<file path="src/hdl/xbm_regs.svh">
`ifndef XBM_REGS_SVH
`define XBM_REGS_SVH

// address fields
`define XBM_ADDR_HI        31
`define XBM_BASE_LO        20
`define XBM_BASE_W         12
`define XBM_WORD_HI        19
`define XBM_WORD_LO        2
`define XBM_AD_ADDR_W      18
`define XBM_AD_ZERO_W      14

// widths
`define XBM_AD_W           32
`define XBM_LANES          4

// data phase length in link clock periods
`define XBM_DATA_TICKS     3'h2
`define XBM_TICK_W         3

// reset values of pins
`define XBM_LANES_IDLE     4'hf
`define XBM_AD_RESET       32'h0000_0000

`endif

</file>
<file path="src/hdl/xbm_pkg.sv">
package xbm_pkg;

    // bus cycle sequencer states, one-hot
    typedef enum logic [4:0] {
        XBM_IDLE   = 5'h01,
        XBM_REQ    = 5'h02,
        XBM_ADDR   = 5'h04,
        XBM_DATA   = 5'h08,
        XBM_FINISH = 5'h10
    } xbm_state_t;

    // strobe style of the expansion bus
    typedef enum logic {
        XBM_LATCH_STYLE  = 1'b0,
        XBM_STROBE_STYLE = 1'b1
    } xbm_style_t;

endpackage

</file>
<file path="src/hdl/xbm_sync.sv">
`timescale 1ns/1ps
module xbm_sync #(
    parameter int WIDTH = 1
) (
    // clock and reset
    input  wire logic             ref_clk,
    input  wire logic             sys_rst,
    // data
    input  wire logic [WIDTH-1:0] async_in,
    input  wire logic [WIDTH-1:0] reset_val,
    output logic      [WIDTH-1:0] sync_out
);

    logic [WIDTH-1:0] meta_reg;

    // two stage synchroniser per bit; stage one is read by stage two only
    genvar i;
    generate
        for (i = 0; i < WIDTH; i++) begin : g_bit
            always_ff @(posedge ref_clk or posedge sys_rst) begin
                if (sys_rst) begin
                    meta_reg[i] <= 1'b0;
                    sync_out[i] <= 1'b0;
                end else begin
                    meta_reg[i] <= async_in[i];
                    sync_out[i] <= meta_reg[i] ^ reset_val[i] ^ reset_val[i];
                end
            end
        end
    endgenerate

endmodule

</file>
<file path="src/hdl/xbm_timer.sv">
`timescale 1ns/1ps
`include "xbm_regs.svh"
module xbm_timer (
    // clock and reset
    input  wire logic                   ref_clk,
    input  wire logic                   sys_rst,
    // control
    input  wire logic                   load,
    input  wire logic [`XBM_TICK_W-1:0] load_val,
    input  wire logic                   tick,
    // status
    output logic                        done
);

    logic [`XBM_TICK_W-1:0] count_reg;

    // counts link clock periods; done is high while one period or none is left
    always_ff @(posedge ref_clk or posedge sys_rst) begin
        if (sys_rst) begin
            count_reg <= '0;
        end else if (load) begin
            count_reg <= load_val;
        end else if (tick && count_reg != '0) begin
            count_reg <= count_reg - 1'b1;
        end
    end

    assign done = (count_reg <= `XBM_TICK_W'(1));

endmodule

</file>
<file path="src/hdl/xbm_port.sv">
`timescale 1ns/1ps
`include "xbm_regs.svh"
// Notes on behaviour
// (RQ1) expansion clock out is the received PCI clock inverted
// (RQ2) address phase puts PCI address bits 19:2 on bus bits 17:0
// (RQ3) address phase drives bus bits 31:18 to zero
// (RQ4) data phase passes all 32 data bits unaltered
// (RQ5) each active-low lane select is a chip select for its byte
// (RQ6) lane selects carry data-phase byte enables only, never the command
// (RQ7) lane selects stay high outside the data phase
// (RQ8) latch style: write strobe low presents data, rising edge marks write
// (RQ9) strobe style: direction high for whole read, low for whole write
// (RQ10) latch style: read strobe low for reads, high throughout writes
// (RQ11) strobe style: data strobe low for reads and writes until the end
// (RQ12) latch style: address latch low from valid address through data phase
// (RQ13) strobe style: address strobe low from address phase through data phase, high in finish
// (RQ14) local interrupt input is relayed to the PCI interrupt B output
// (RQ15) bus request is asserted whenever the port needs the bus
// (RQ16) arbiter grants the bus, or ties grant asserted when alone
// (RQ17) after grant, acknowledge is asserted and held for the cycle
// (RQ18) no bus drive before grant; bus released after acknowledge drops
// (RQ19) only accesses whose upper address matches the base are taken
module xbm_port
    import xbm_pkg::*;
(
    // clock and reset
    input  wire logic                    ref_clk,
    input  wire logic                    sys_rst,
    // configuration
    input  wire logic                    strobe_style,
    input  wire logic [`XBM_BASE_W-1:0]  expansion_space,
    // pci target side request
    input  wire logic                    req_valid,
    output logic                         req_ready,
    input  wire logic [`XBM_AD_W-1:0]    req_addr,
    input  wire logic                    req_write,
    input  wire logic [`XBM_LANES-1:0]   req_be_n,
    input  wire logic [`XBM_AD_W-1:0]    req_wdata,
    // pci target side answer
    output logic                         rsp_valid,
    output logic                         rsp_miss,
    output logic [`XBM_AD_W-1:0]         rsp_rdata,
    // pci clock and interrupt
    input  wire logic                    pci_clk_in,
    output logic                         pci_intb_n,
    // expansion bus clock and address/data
    output logic                         exp_clock_out,
    input  wire logic [`XBM_AD_W-1:0]    exp_addr_data_in,
    output logic [`XBM_AD_W-1:0]         exp_addr_data_out,
    output logic                         exp_addr_data_oe,
    // expansion bus strobes and selects
    output logic [`XBM_LANES-1:0]        lane_select_n,
    output logic                         write_strobe_n,
    output logic                         data_strobe_n,
    output logic                         addr_strobe_n,
    output logic                         exp_ctrl_oe,
    // interrupt and arbitration
    input  wire logic                    local_irq_in_n,
    output logic                         request_alt_n,
    input  wire logic                    bus_grant_in,
    input  wire logic                    grant_alt_n,
    output logic                         grant_ack_n
);

    xbm_state_t state_reg;
    xbm_state_t state_next;

    logic [`XBM_AD_W-1:0]  ad_sync;
    logic [3:0]            pin_sync;
    logic                  pclk_s;
    logic                  irq_s_n;
    logic                  hold_s;
    logic                  grant_alt_s_n;
    logic                  pclk_d_reg;
    logic                  tick;
    logic                  granted;
    logic                  hit;
    logic                  take;
    logic                  phase_done;
    logic                  style_reg;

    logic [`XBM_AD_W-1:0]  addr_reg;
    logic [`XBM_AD_W-1:0]  wdata_reg;
    logic [`XBM_LANES-1:0] be_n_reg;
    logic                  write_reg;

    // pins from outside the clock domain
    xbm_sync #(.WIDTH(4)) u_pin_sync (
        .ref_clk  (ref_clk),
        .sys_rst  (sys_rst),
        .async_in ({pci_clk_in, ~local_irq_in_n, bus_grant_in, ~grant_alt_n}),
        .reset_val(4'h0),
        .sync_out (pin_sync)
    );

    xbm_sync #(.WIDTH(`XBM_AD_W)) u_ad_sync (
        .ref_clk  (ref_clk),
        .sys_rst  (sys_rst),
        .async_in (exp_addr_data_in),
        .reset_val(`XBM_AD_RESET),
        .sync_out (ad_sync)
    );

    assign pclk_s        = pin_sync[3];
    // active-low pins pass inverted so the cleared synchroniser reads as idle
    assign irq_s_n       = ~pin_sync[2];
    assign hold_s        = pin_sync[1];
    assign grant_alt_s_n = ~pin_sync[0];

    // rising edge of the pci clock paces the bus sequencer
    always_ff @(posedge ref_clk or posedge sys_rst) begin
        if (sys_rst) begin
            pclk_d_reg <= 1'b0;
        end else begin
            pclk_d_reg <= pclk_s;
        end
    end

    assign tick = pclk_s & ~pclk_d_reg;

    // grant polarity follows the strobe style
    assign granted = (style_reg == XBM_STROBE_STYLE) ? ~grant_alt_s_n : hold_s;

    assign hit  = (req_addr[`XBM_ADDR_HI:`XBM_BASE_LO] == expansion_space); // [RQ19]
    assign take = req_valid & req_ready;

    // data phase length timer
    xbm_timer u_timer (
        .ref_clk (ref_clk),
        .sys_rst (sys_rst),
        .load    (tick && state_reg == XBM_ADDR),
        .load_val(`XBM_DATA_TICKS),
        .tick    (tick),
        .done    (phase_done)
    );

    // sequencer next state
    always_comb begin
        state_next = state_reg;
        case (state_reg)
            XBM_IDLE: begin
                if (take && hit) begin
                    state_next = XBM_REQ;
                end
            end
            XBM_REQ: begin
                if (tick && granted) begin // [RQ17] [RQ18]
                    state_next = XBM_ADDR;
                end
            end
            XBM_ADDR: begin
                if (tick) begin
                    state_next = XBM_DATA;
                end
            end
            XBM_DATA: begin
                if (tick && phase_done) begin
                    state_next = XBM_FINISH;
                end
            end
            XBM_FINISH: begin
                if (tick) begin
                    state_next = XBM_IDLE;
                end
            end
            default: begin
                state_next = XBM_IDLE;
            end
        endcase
    end

    always_ff @(posedge ref_clk or posedge sys_rst) begin
        if (sys_rst) begin
            state_reg <= XBM_IDLE;
        end else begin
            state_reg <= state_next;
        end
    end

    // request capture; style is frozen per access so strobes never change meaning mid cycle
    always_ff @(posedge ref_clk or posedge sys_rst) begin
        if (sys_rst) begin
            addr_reg  <= '0;
            wdata_reg <= '0;
            be_n_reg  <= `XBM_LANES_IDLE;
            write_reg <= 1'b0;
            style_reg <= XBM_LATCH_STYLE;
        end else if (take) begin
            addr_reg  <= req_addr;
            wdata_reg <= req_wdata;
            be_n_reg  <= req_be_n;
            write_reg <= req_write;
            style_reg <= xbm_style_t'(strobe_style);
        end
    end

    // pci side handshake and answer
    always_ff @(posedge ref_clk or posedge sys_rst) begin
        if (sys_rst) begin
            req_ready <= 1'b0;
            rsp_valid <= 1'b0;
            rsp_miss  <= 1'b0;
            rsp_rdata <= '0;
        end else begin
            req_ready <= (state_next == XBM_IDLE) && !take;
            rsp_valid <= (take && !hit) || (state_reg == XBM_FINISH && state_next == XBM_IDLE);
            rsp_miss  <= take && !hit;
            if (state_reg == XBM_DATA && state_next == XBM_FINISH && !write_reg) begin
                rsp_rdata <= ad_sync; // read data sampled as the strobe ends
            end
        end
    end

    // clock relay and interrupt relay
    always_ff @(posedge ref_clk or posedge sys_rst) begin
        if (sys_rst) begin
            exp_clock_out <= 1'b1;
            pci_intb_n    <= 1'b1;
        end else begin
            exp_clock_out <= ~pclk_s;  // [RQ1]
            pci_intb_n    <= irq_s_n;  // [RQ14]
        end
    end

    // arbitration pins
    always_ff @(posedge ref_clk or posedge sys_rst) begin
        if (sys_rst) begin
            request_alt_n <= 1'b1;
            grant_ack_n   <= 1'b1;
        end else begin
            request_alt_n <= !(state_next inside {XBM_REQ, XBM_ADDR, XBM_DATA, XBM_FINISH}); // [RQ15]
            grant_ack_n   <= !(state_next inside {XBM_ADDR, XBM_DATA});                      // [RQ17]
        end
    end

    // bus drive; finish keeps driving one period so strobes are seen high before release
    always_ff @(posedge ref_clk or posedge sys_rst) begin
        if (sys_rst) begin
            exp_ctrl_oe       <= 1'b0;
            exp_addr_data_oe  <= 1'b0;
            exp_addr_data_out <= `XBM_AD_RESET;
        end else begin
            exp_ctrl_oe       <= state_next inside {XBM_ADDR, XBM_DATA, XBM_FINISH}; // [RQ18]
            exp_addr_data_oe  <= (state_next == XBM_ADDR) || (state_next == XBM_DATA && write_reg);
            if (state_next == XBM_ADDR) begin
                exp_addr_data_out <= {{`XBM_AD_ZERO_W{1'b0}},                         // [RQ3]
                                      addr_reg[`XBM_WORD_HI:`XBM_WORD_LO]};          // [RQ2]
            end else if (state_next == XBM_DATA) begin
                exp_addr_data_out <= wdata_reg;                                     // [RQ4]
            end
        end
    end

    // lane selects and strobes
    always_ff @(posedge ref_clk or posedge sys_rst) begin
        if (sys_rst) begin
            lane_select_n  <= `XBM_LANES_IDLE;
            write_strobe_n <= 1'b1;
            data_strobe_n  <= 1'b1;
            addr_strobe_n  <= 1'b1;
        end else begin
            lane_select_n  <= (state_next == XBM_DATA) ? be_n_reg : `XBM_LANES_IDLE; // [RQ5] [RQ6] [RQ7]
            addr_strobe_n  <= !(state_next inside {XBM_ADDR, XBM_DATA});             // [RQ12] [RQ13]
            if (style_reg == XBM_STROBE_STYLE) begin
                // direction held over the whole access
                write_strobe_n <= (state_next inside {XBM_ADDR, XBM_DATA, XBM_FINISH}) ?
                                  !write_reg : 1'b1;                                  // [RQ9]
                data_strobe_n  <= !(state_next == XBM_DATA);                          // [RQ11]
            end else begin
                write_strobe_n <= !(state_next == XBM_DATA && write_reg);             // [RQ8]
                data_strobe_n  <= !(state_next == XBM_DATA && !write_reg);            // [RQ10]
            end
        end
    end
endmodule

</file>
<file path="config.mk">
export PLATFORM = sky130hd
export DESIGN_NAME = xbm_port
export DESIGN_NICKNAME = d
export VERILOG_FILES = /design/src/hdl/xbm_pkg.sv /design/src/hdl/xbm_sync.sv /design/src/hdl/xbm_timer.sv /design/src/hdl/xbm_port.sv
export VERILOG_INCLUDE_DIRS = /design/src /design/src/hdl
export SDC_FILE = /design/constraint.sdc
export NUM_CORES = 1
export LEC_CHECK = 0
export ABC_AREA = 1
export BUFFER_PORTS_ARGS = -buffer_cell sky130_fd_sc_hd__buf_4
export CAP_MARGIN = 10
export CORE_ASPECT_RATIO = 1.25
export CORE_MARGIN = 3
export CORE_UTILIZATION = 40
export CTS_BUF_LIST = sky130_fd_sc_hd__clkbuf_8
export CTS_CLUSTER_DIAMETER = 40
export DETAILED_ROUTE_END_ITERATION = 10
export PLACE_DENSITY = 0.72
export SETUP_SLACK_MARGIN = 0.1
export SKIP_CTS_REPAIR_TIMING = 1
export SYNTH_ARGS = -nofsm -noshare
export SYNTH_HDL_FRONTEND = slang
export SYNTH_SLANG_ARGS = --single-unit
</file>
<file path="constraint.sdc">
create_clock -name ref_clk -period 15.61 [get_ports ref_clk]
set_input_delay 3.122 -clock ref_clk [delete_from_list [all_inputs] [get_ports ref_clk]]
set_output_delay 3.122 -clock ref_clk [all_outputs]
set_load 0.02 [all_outputs]
</file>
==> reports/summary.txt, run 1 <==
====================================================================================================
First-pass GRT wire length ............................................................      26.1 mm
Net total in the final layout .........................................................          993
Number of search-and-repair iterations in the first detailed-routing pass .............            4
DIE AREA ..............................................................................    20900 um2
Std-Cell Core Area ....................................................................    18800 um2
Share of the synthesized area in the top cell type ....................................        65.6%
Part of the Yosys area used for sequential elements ...................................        70.7%
Final number of hold-violating endpoints ..............................................            0
Clock network fraction of total power .................................................        35.0%
Overall overflow remaining after global route .........................................            0
Cell type contributing the most total cell area after synthesis ....................... sky130_fd_sc_hd__dfrtp_1
Maximum vdd ir drop ...................................................................    0.0798 mV
Clock-pin slew reported for the worst setup and hold paths after clock tree synthesis .        60 ps
Final setup viols .....................................................................            0
Detailed Route Iter0 Violations .......................................................          248
Via density per instance ..............................................................         4.55
Internal power consumption ............................................................      1.01 mW
Clock net sink count ..................................................................          216
Pwr Density ...........................................................................   137 nW/um2
Achievable frequency ..................................................................    0.226 GHz
Number of antenna violations at the first check in global routing .....................            0
Number of buffers on the longest clock path ...........................................            3
Synthesized netlist cell count ........................................................          654
DRC violation count after routing .....................................................            0
Total routed wirelength ...............................................................      16.1 mm
Least-Margin Pin Slew .................................................................       958 ps
Ports placed on the boundary ..........................................................          201
Kind of capture point of the worst setup path .........................................     register
Minimum setup slack among reg-to-reg paths ............................................     13520 ps
RSZ-0062 raised after global routing ..................................................           no
RD Place Congestion ...................................................................        0.771
Kind of start point of the critical path .............................................. primary input
Post-Route Setup TNS ..................................................................         0 ps
Category of the most critical setup path .............................................. primary input to register
Largest fanout on the critical path ...................................................           65
Mean Syn Cell Area ....................................................................     11.7 um2
Root Buffer Master .................................................................... sky130_fd_sc_hd__clkbuf_8
Ys Warns ..............................................................................            0
Layout cells sized above 1 ............................................................        36.0%
Number of antenna-violating nets in the routed design .................................            0
Max-cap violations ....................................................................            0
Power spent charging and discharging nets .............................................     0.374 mW
Input/output buffers ..................................................................          198
Count of standard-cell rows ...........................................................           56
Switching part of the total power .....................................................        27.1%
Leakage power .........................................................................      5.34 nW
Comb power frac .......................................................................        14.0%
Clock tree from TritonCTS .............................................................          yes
Number of max-slew violations in the final report .....................................            0
Overall Global Routing Usage ..........................................................        15.7%
Required time of the critical path ....................................................     15950 ps
Part of the power in registers ........................................................        51.0%
Worst slew slack as a fraction of its limit ...........................................        35.9%
Post-synthesis cell area ..............................................................     7670 um2
Synth Net Count .......................................................................          778
Final Total Pwr .......................................................................      1.38 mW
#FFs+latches synth ....................................................................          216
Detailed placement HPWL ...............................................................      10.6 mm
Top cells by area in the synthesized netlist .......................................... sky130_fd_sc_hd__dfrtp_1, sky130_fd_sc_hd__nand2_1, sky130_fd_sc_hd__dfstp_2, sky130_fd_sc_hd__mux2_2, sky130_fd_sc_hd__inv_1
Clock buffer count from CTS ...........................................................           36
Via count of the first global-routing pass ............................................         5201
Chip width ............................................................................       130 um
Clk_lat worst skew ....................................................................       510 ps
Data arrival time of the worst path ...................................................      4780 ps
Routed wire per std cell ..............................................................      14.3 um
Unique cell type count in the Yosys netlist ...........................................           33
Class of the tightest hold or removal check ........................................... register to register
Area growth, synth to finish ..........................................................        31.1%
Fin crit period .......................................................................      4430 ps
Outcome ...............................................................................    completed
H-Tree Depth ..........................................................................            2
Initial Util ..........................................................................        40.8%
Die span in y .........................................................................       161 um
Via Count .............................................................................         5123
Clock Skew ............................................................................      15.2 ps
Crit share post-route .................................................................        28.4%
Pin count of the biggest net entering global routing ..................................          140
Number of diodes ......................................................................            0
====================================================================================================
-- cells in the mapped netlist (all sizes together) --
| cell | count |
|---|---|
| buf | 15 |
| mux2 | 32 |
| nor2 | 30 |
| dfrtp | 201 |
| nand2 | 233 |
| a31oi | 1 |
| ha | 3 |
| a22o | 14 |
| clkbuf | 8 |
| xnor2 | 4 |
| nor3 | 1 |
| o21ai | 14 |
| nand3 | 17 |
| o211ai | 9 |
| or2 | 6 |
| o31ai | 1 |
| dfstp | 15 |
| nand4 | 3 |
| inv | 44 |
| a21oi | 3 |
-- logic make-up (layout without fill, tap and decap cells) --
logic type | Yosys count | in the layout | share of synthesized area (%)
XOR/XNOR | 4 | 4 | 0.457
flip-flops | 216 | 216 | 70.7
adder cells (fa/ha/maj) | 3 | 3 | 0.490
buffers and inverters | 67 | 308 | 4.03
multiplexers | 32 | 32 | 4.70
AO/OA/AOI/OAI | 42 | 42 | 3.77
AND/OR/NAND/NOR | 290 | 290 | 15.8
-- critical path, cell delays in order --
cell and delay [ps]:
sky130_fd_sc_hd__buf_4 80, sky130_fd_sc_hd__nand2_2 510, sky130_fd_sc_hd__inv_2 280, sky130_fd_sc_hd__buf_4 570
sky130_fd_sc_hd__o21ai_0 180
-- layout make-up --
type | instances | area [um2]
repair buffers | 200 | 1500
flip-flops and latches | 216 | 5420
clock buffers | 47 | 647
fillers | 1682 | 8720
clock inverters | 17 | 80.1
multi-input cells | 371 | 1940
well taps | 232 | 290
inverters | 44 | 175
-- metrics by stage --
step                cell area (um2)  instances  hold slack (ps)  worst slack [ps]  util, %
global placement               9330       1063              332             10580     49.7
floorplan                      7670        654              331              6610        -
detailed placement             9330       1063              335             10570     49.7
CTS                           10100       1127              348             11110     53.5
global route                  10100       1127              348             10920     53.5
finish                        10100       1127              345             11180     53.5
-- path summary, 6_finish.rpt --
path | to | startpoint | cells past startpoint
max | addr_reg[14]$_DFFE_PP0P_ | req_valid | 5
min | u_ad_sync.sync_out[19]$_DFF_PP0_ | u_ad_sync.meta_reg[19]$_DFF_PP0_ | 0
max reg2reg | addr_reg[14]$_DFFE_PP0P_ | req_ready$_DFF_PP0_ | 4
min reg2reg | u_ad_sync.sync_out[19]$_DFF_PP0_ | u_ad_sync.meta_reg[19]$_DFF_PP0_ | 0
max in group asynchronous | u_ad_sync.meta_reg[22]$_DFF_PP0_ | sys_rst | 3
min in group asynchronous | u_ad_sync.sync_out[24]$_DFF_PP0_ | sys_rst | 2
-- power groups by stage --
stage          clock, mW  sequential (mW)  combinational (mW)
6_report           0.484            0.704               0.193
5_1_grt            0.532            0.714               0.226
4_1_cts            0.503            0.704               0.199
3_5_place_dp           0            0.713               0.198
3_3_place_gp           0            0.709               0.193
2_1_floorplan          0            0.711               0.125
-- routing by layer --
metal / wire, um / up-vias / global-route usage, %
met4: 395 / 0 / 5.53
met1: 6640 / 2420 / 19.2
met5: 0 / - / 0
met2: 7710 / 176 / 25.4
li1: - / 2493 / -
met3: 1320 / 34 / 5.95
-- placed cells by master, fill, tap and decap left out --
cell type / netlist / layout
sky130_fd_sc_hd__nand2_1: 230 / 229
sky130_fd_sc_hd__dfrtp_1: 201 / 201
sky130_fd_sc_hd__buf_4: 2 / 200
sky130_fd_sc_hd__inv_1: 39 / 47
sky130_fd_sc_hd__clkbuf_8: 0 / 47
sky130_fd_sc_hd__mux2_2: 29 / 29
sky130_fd_sc_hd__nor2_1: 23 / 23
sky130_fd_sc_hd__nand3_1: 17 / 17
sky130_fd_sc_hd__dfstp_2: 15 / 15
sky130_fd_sc_hd__o21ai_0: 14 / 14
sky130_fd_sc_hd__a22o_1: 14 / 14
sky130_fd_sc_hd__o211ai_1: 9 / 9
sky130_fd_sc_hd__inv_2: 4 / 5
sky130_fd_sc_hd__or2_2: 5 / 5
sky130_fd_sc_hd__clkinv_2: 0 / 5
sky130_fd_sc_hd__xnor2_1: 4 / 4
sky130_fd_sc_hd__nor2_4: 3 / 3
sky130_fd_sc_hd__a21oi_1: 3 / 3
sky130_fd_sc_hd__nor2_2: 3 / 3
sky130_fd_sc_hd__mux2_1: 3 / 3
sky130_fd_sc_hd__ha_1: 3 / 3
sky130_fd_sc_hd__nand2_2: 1 / 2
sky130_fd_sc_hd__nand2_4: 2 / 2
sky130_fd_sc_hd__nand4_1: 2 / 2
sky130_fd_sc_hd__nand4_4: 1 / 1
sky130_fd_sc_hd__or2_1: 1 / 1
sky130_fd_sc_hd__nor2_8: 1 / 1
sky130_fd_sc_hd__inv_4: 1 / 1
sky130_fd_sc_hd__a31oi_1: 1 / 1
sky130_fd_sc_hd__nor3_1: 1 / 1
sky130_fd_sc_hd__inv_8: 0 / 1
sky130_fd_sc_hd__o31ai_1: 1 / 1
sky130_fd_sc_hd__inv_6: 0 / 1
sky130_fd_sc_hd__clkinv_4: 0 / 1
No activity file was read; power rests on OpenSTA's default activity.
==> run 2: changes to the inputs <==
Clock period 15.61 ns to 4.2 ns, I/O delays scaled along.
==> reports/summary.txt, run 2 (synthesis results as in run 1) <==
====================================================================================================
Outcome ...............................................................................    completed
Initial Util ..........................................................................        40.8%
Worst slew slack as a fraction of its limit ...........................................        47.6%
Fillers ...............................................................................         1671
Crit share post-route .................................................................        50.2%
Switching part of the total power .....................................................        26.5%
Total routed wirelength ...............................................................      16.6 mm
Reg-to-Reg End ........................................................................ exp_addr_data_out[29]$_DFFE_PP0P_
Overall overflow remaining after global route .........................................            0
Via Count .............................................................................         5185
Area growth, synth to finish ..........................................................        32.3%
Instance area after placement .........................................................     9360 um2
DIE AREA ..............................................................................    20900 um2
Ports placed on the boundary ..........................................................          201
Finished Cell Area ....................................................................    10100 um2
Power spent charging and discharging nets .............................................      1.41 mW
Number of antenna violations at the first check in global routing .....................            0
Minimum setup slack among reg-to-reg paths ............................................      2090 ps
Maximum vdd ir drop ...................................................................     0.311 mV
Std-Cell Core Area ....................................................................    18800 um2
Number of antenna-violating nets in the routed design .................................            0
Clock Skew ............................................................................      22.5 ps
Layout cells sized above 1 ............................................................        35.8%
First-pass GRT wire length ............................................................      27.2 mm
Kind of start point of the critical path ..............................................     register
Number of max-slew violations in the final report .....................................            0
Internal power consumption ............................................................      3.91 mW
Final setup viols .....................................................................            0
Number of search-and-repair iterations in the first detailed-routing pass .............            4
Overall Global Routing Usage ..........................................................        16.2%
Top library cells by usage in the layout, fill and taps aside ......................... sky130_fd_sc_hd__nand2_1, sky130_fd_sc_hd__buf_4, sky130_fd_sc_hd__dfrtp_1
Achievable frequency ..................................................................    0.474 GHz
Category of the most critical setup path .............................................. register to register
Routed wire per std cell ..............................................................      14.7 um
Leading cell type in the layout, fill and taps excluded ............................... sky130_fd_sc_hd__nand2_1
Number of diodes ......................................................................            0
Kind of capture point of the worst setup path .........................................     register
Detailed placement HPWL ...............................................................      11.1 mm
Fin crit period .......................................................................      2110 ps
Detailed Route Iter0 Violations .......................................................          242
H-Tree Depth ..........................................................................            2
DRC violation count after routing .....................................................            0
Data arrival time of the worst path ...................................................      2490 ps
Required time of the critical path ....................................................      4590 ps
Comb power frac .......................................................................        13.7%
Number of buffers on the longest clock path ...........................................            3
Final number of hold-violating endpoints ..............................................            0
Count of standard-cell rows ...........................................................           56
Pin count of the biggest net entering global routing ..................................          100
Clock net sink count ..................................................................          216
RSZ-0062 raised after global routing ..................................................           no
Worst r2r path cells ..................................................................            8
Class of the tightest hold or removal check ........................................... primary input to async pin
Part of the power in registers ........................................................        49.2%
Pwr Density ...........................................................................   525 nW/um2
Root Buffer Master .................................................................... sky130_fd_sc_hd__clkbuf_8
Chip width ............................................................................       130 um
Via count of the first global-routing pass ............................................         5433
Clk_lat worst skew ....................................................................       510 ps
Post-Route Setup TNS ..................................................................         0 ps
Clock tree from TritonCTS .............................................................          yes
Max-cap violations ....................................................................            0
Die span in y .........................................................................       161 um
Input/output buffers ..................................................................          198
Via density per instance ..............................................................         4.59
Clock-pin slew reported for the worst setup and hold paths after clock tree synthesis .        60 ps
Clock network fraction of total power .................................................        37.1%
Clock buffer count from CTS ...........................................................           36
Largest fanout on the critical path ...................................................           36
Least-Margin Pin Slew .................................................................       783 ps
Leakage power .........................................................................      5.38 nW
RD Place Congestion ...................................................................        0.745
FF-to-FF Start ........................................................................ u_timer.count_reg[0]$_DFFE_PP0P_
Net total in the final layout .........................................................          996
====================================================================================================
## run 2: cell count changes in the layout (fill, tap and decap cells not counted), moves of 2 or more
cell	delta
sky130_fd_sc_hd__bufinv_16	+4
sky130_fd_sc_hd__clkbuf_8	-4
sky130_fd_sc_hd__clkinv_2	-4
sky130_fd_sc_hd__inv_1	+3
sky130_fd_sc_hd__buf_4	+2
sky130_fd_sc_hd__clkinvlp_4	+2
## run 2: critical path, cell delays in order, from the launching register on
cell and delay (ps):
sky130_fd_sc_hd__dfrtp_1 400, sky130_fd_sc_hd__ha_1 200, sky130_fd_sc_hd__o211ai_1 230, sky130_fd_sc_hd__nand2_1 130, sky130_fd_sc_hd__nand2_4 380, sky130_fd_sc_hd__inv_2 150
sky130_fd_sc_hd__nand2_4 100, sky130_fd_sc_hd__inv_4 140, sky130_fd_sc_hd__a22o_1 230
## run 2: layer usage
metal / part of all wire, % / GRT usage [%] / vias up
met5: 0 / 0 / -
li1: - / - / 2495
met1: 42 / 20.5 / 2495
met3: 8.2 / 5.76 / 22
met4: 1.4 / 4.77 / 0
met2: 49 / 26.3 / 173
## run 2: area by class of cell
type | instances | area [um2] | area share (%)
Sequential cell | 216 | 5420 | 53.5
Clock buffer | 43 | 592 | 5.84
Inverter | 44 | 171 | 1.69
Timing Repair Buffer | 203 | 1540 | 15.2
Multi-Input combinational cell | 371 | 1940 | 19.1
Clock inverter | 20 | 190 | 1.88
Tap cell | 232 | 290 | 2.86
## run 2: how the worst max path moves through the flow
stage / slack [ps] / cells past startpoint / startpoint / end
2_1_floorplan: 560 / 1 / sys_rst / addr_reg[10]$_DFFE_PP0P_
3_3_place_gp: 1650 / 7 / req_valid / addr_reg[12]$_DFFE_PP0P_
3_5_place_dp: 1620 / 7 / req_valid / addr_reg[18]$_DFFE_PP0P_
4_1_cts: 2070 / 5 / u_timer.count_reg[0]$_DFFE_PP0P_ / rsp_rdata[5]$_DFFE_PP0P_
5_1_grt: 1880 / 10 / u_timer.count_reg[1]$_DFFE_PP0P_ / exp_addr_data_out[10]$_DFFE_PP0P_
6_report: 2090 / 8 / u_timer.count_reg[0]$_DFFE_PP0P_ / exp_addr_data_out[29]$_DFFE_PP0P_
## run 2: metrics by stage
| stage | power, mW | utilization (%) | std cells | hold slack, ps | setup slack [ps] |
|---|---|---|---|---|---|
| global route | 5.67 | 54.0 | 1129 | 219 | 1880 |
| finish | 5.32 | 54.0 | 1129 | 251 | 2090 |
| global placement | 3.35 | 49.8 | 1066 | 332 | 1650 |
| CTS | 5.41 | 54.0 | 1129 | 215 | 2070 |
| floorplan | 3.11 | - | 654 | 331 | 560 |
| detailed placement | 3.39 | 49.8 | 1066 | 335 | 1620 |
## run 2: power groups by stage
stage / registers [mW] / clock network (mW) / logic (mW)
after floorplan: 2.64 / 0 / 0.465
after global placement: 2.64 / 0 / 0.717
after detailed placement: 2.65 / 0 / 0.739
after CTS: 2.62 / 2.04 / 0.749
after global routing: 2.66 / 2.15 / 0.861
final: 2.62 / 1.97 / 0.728
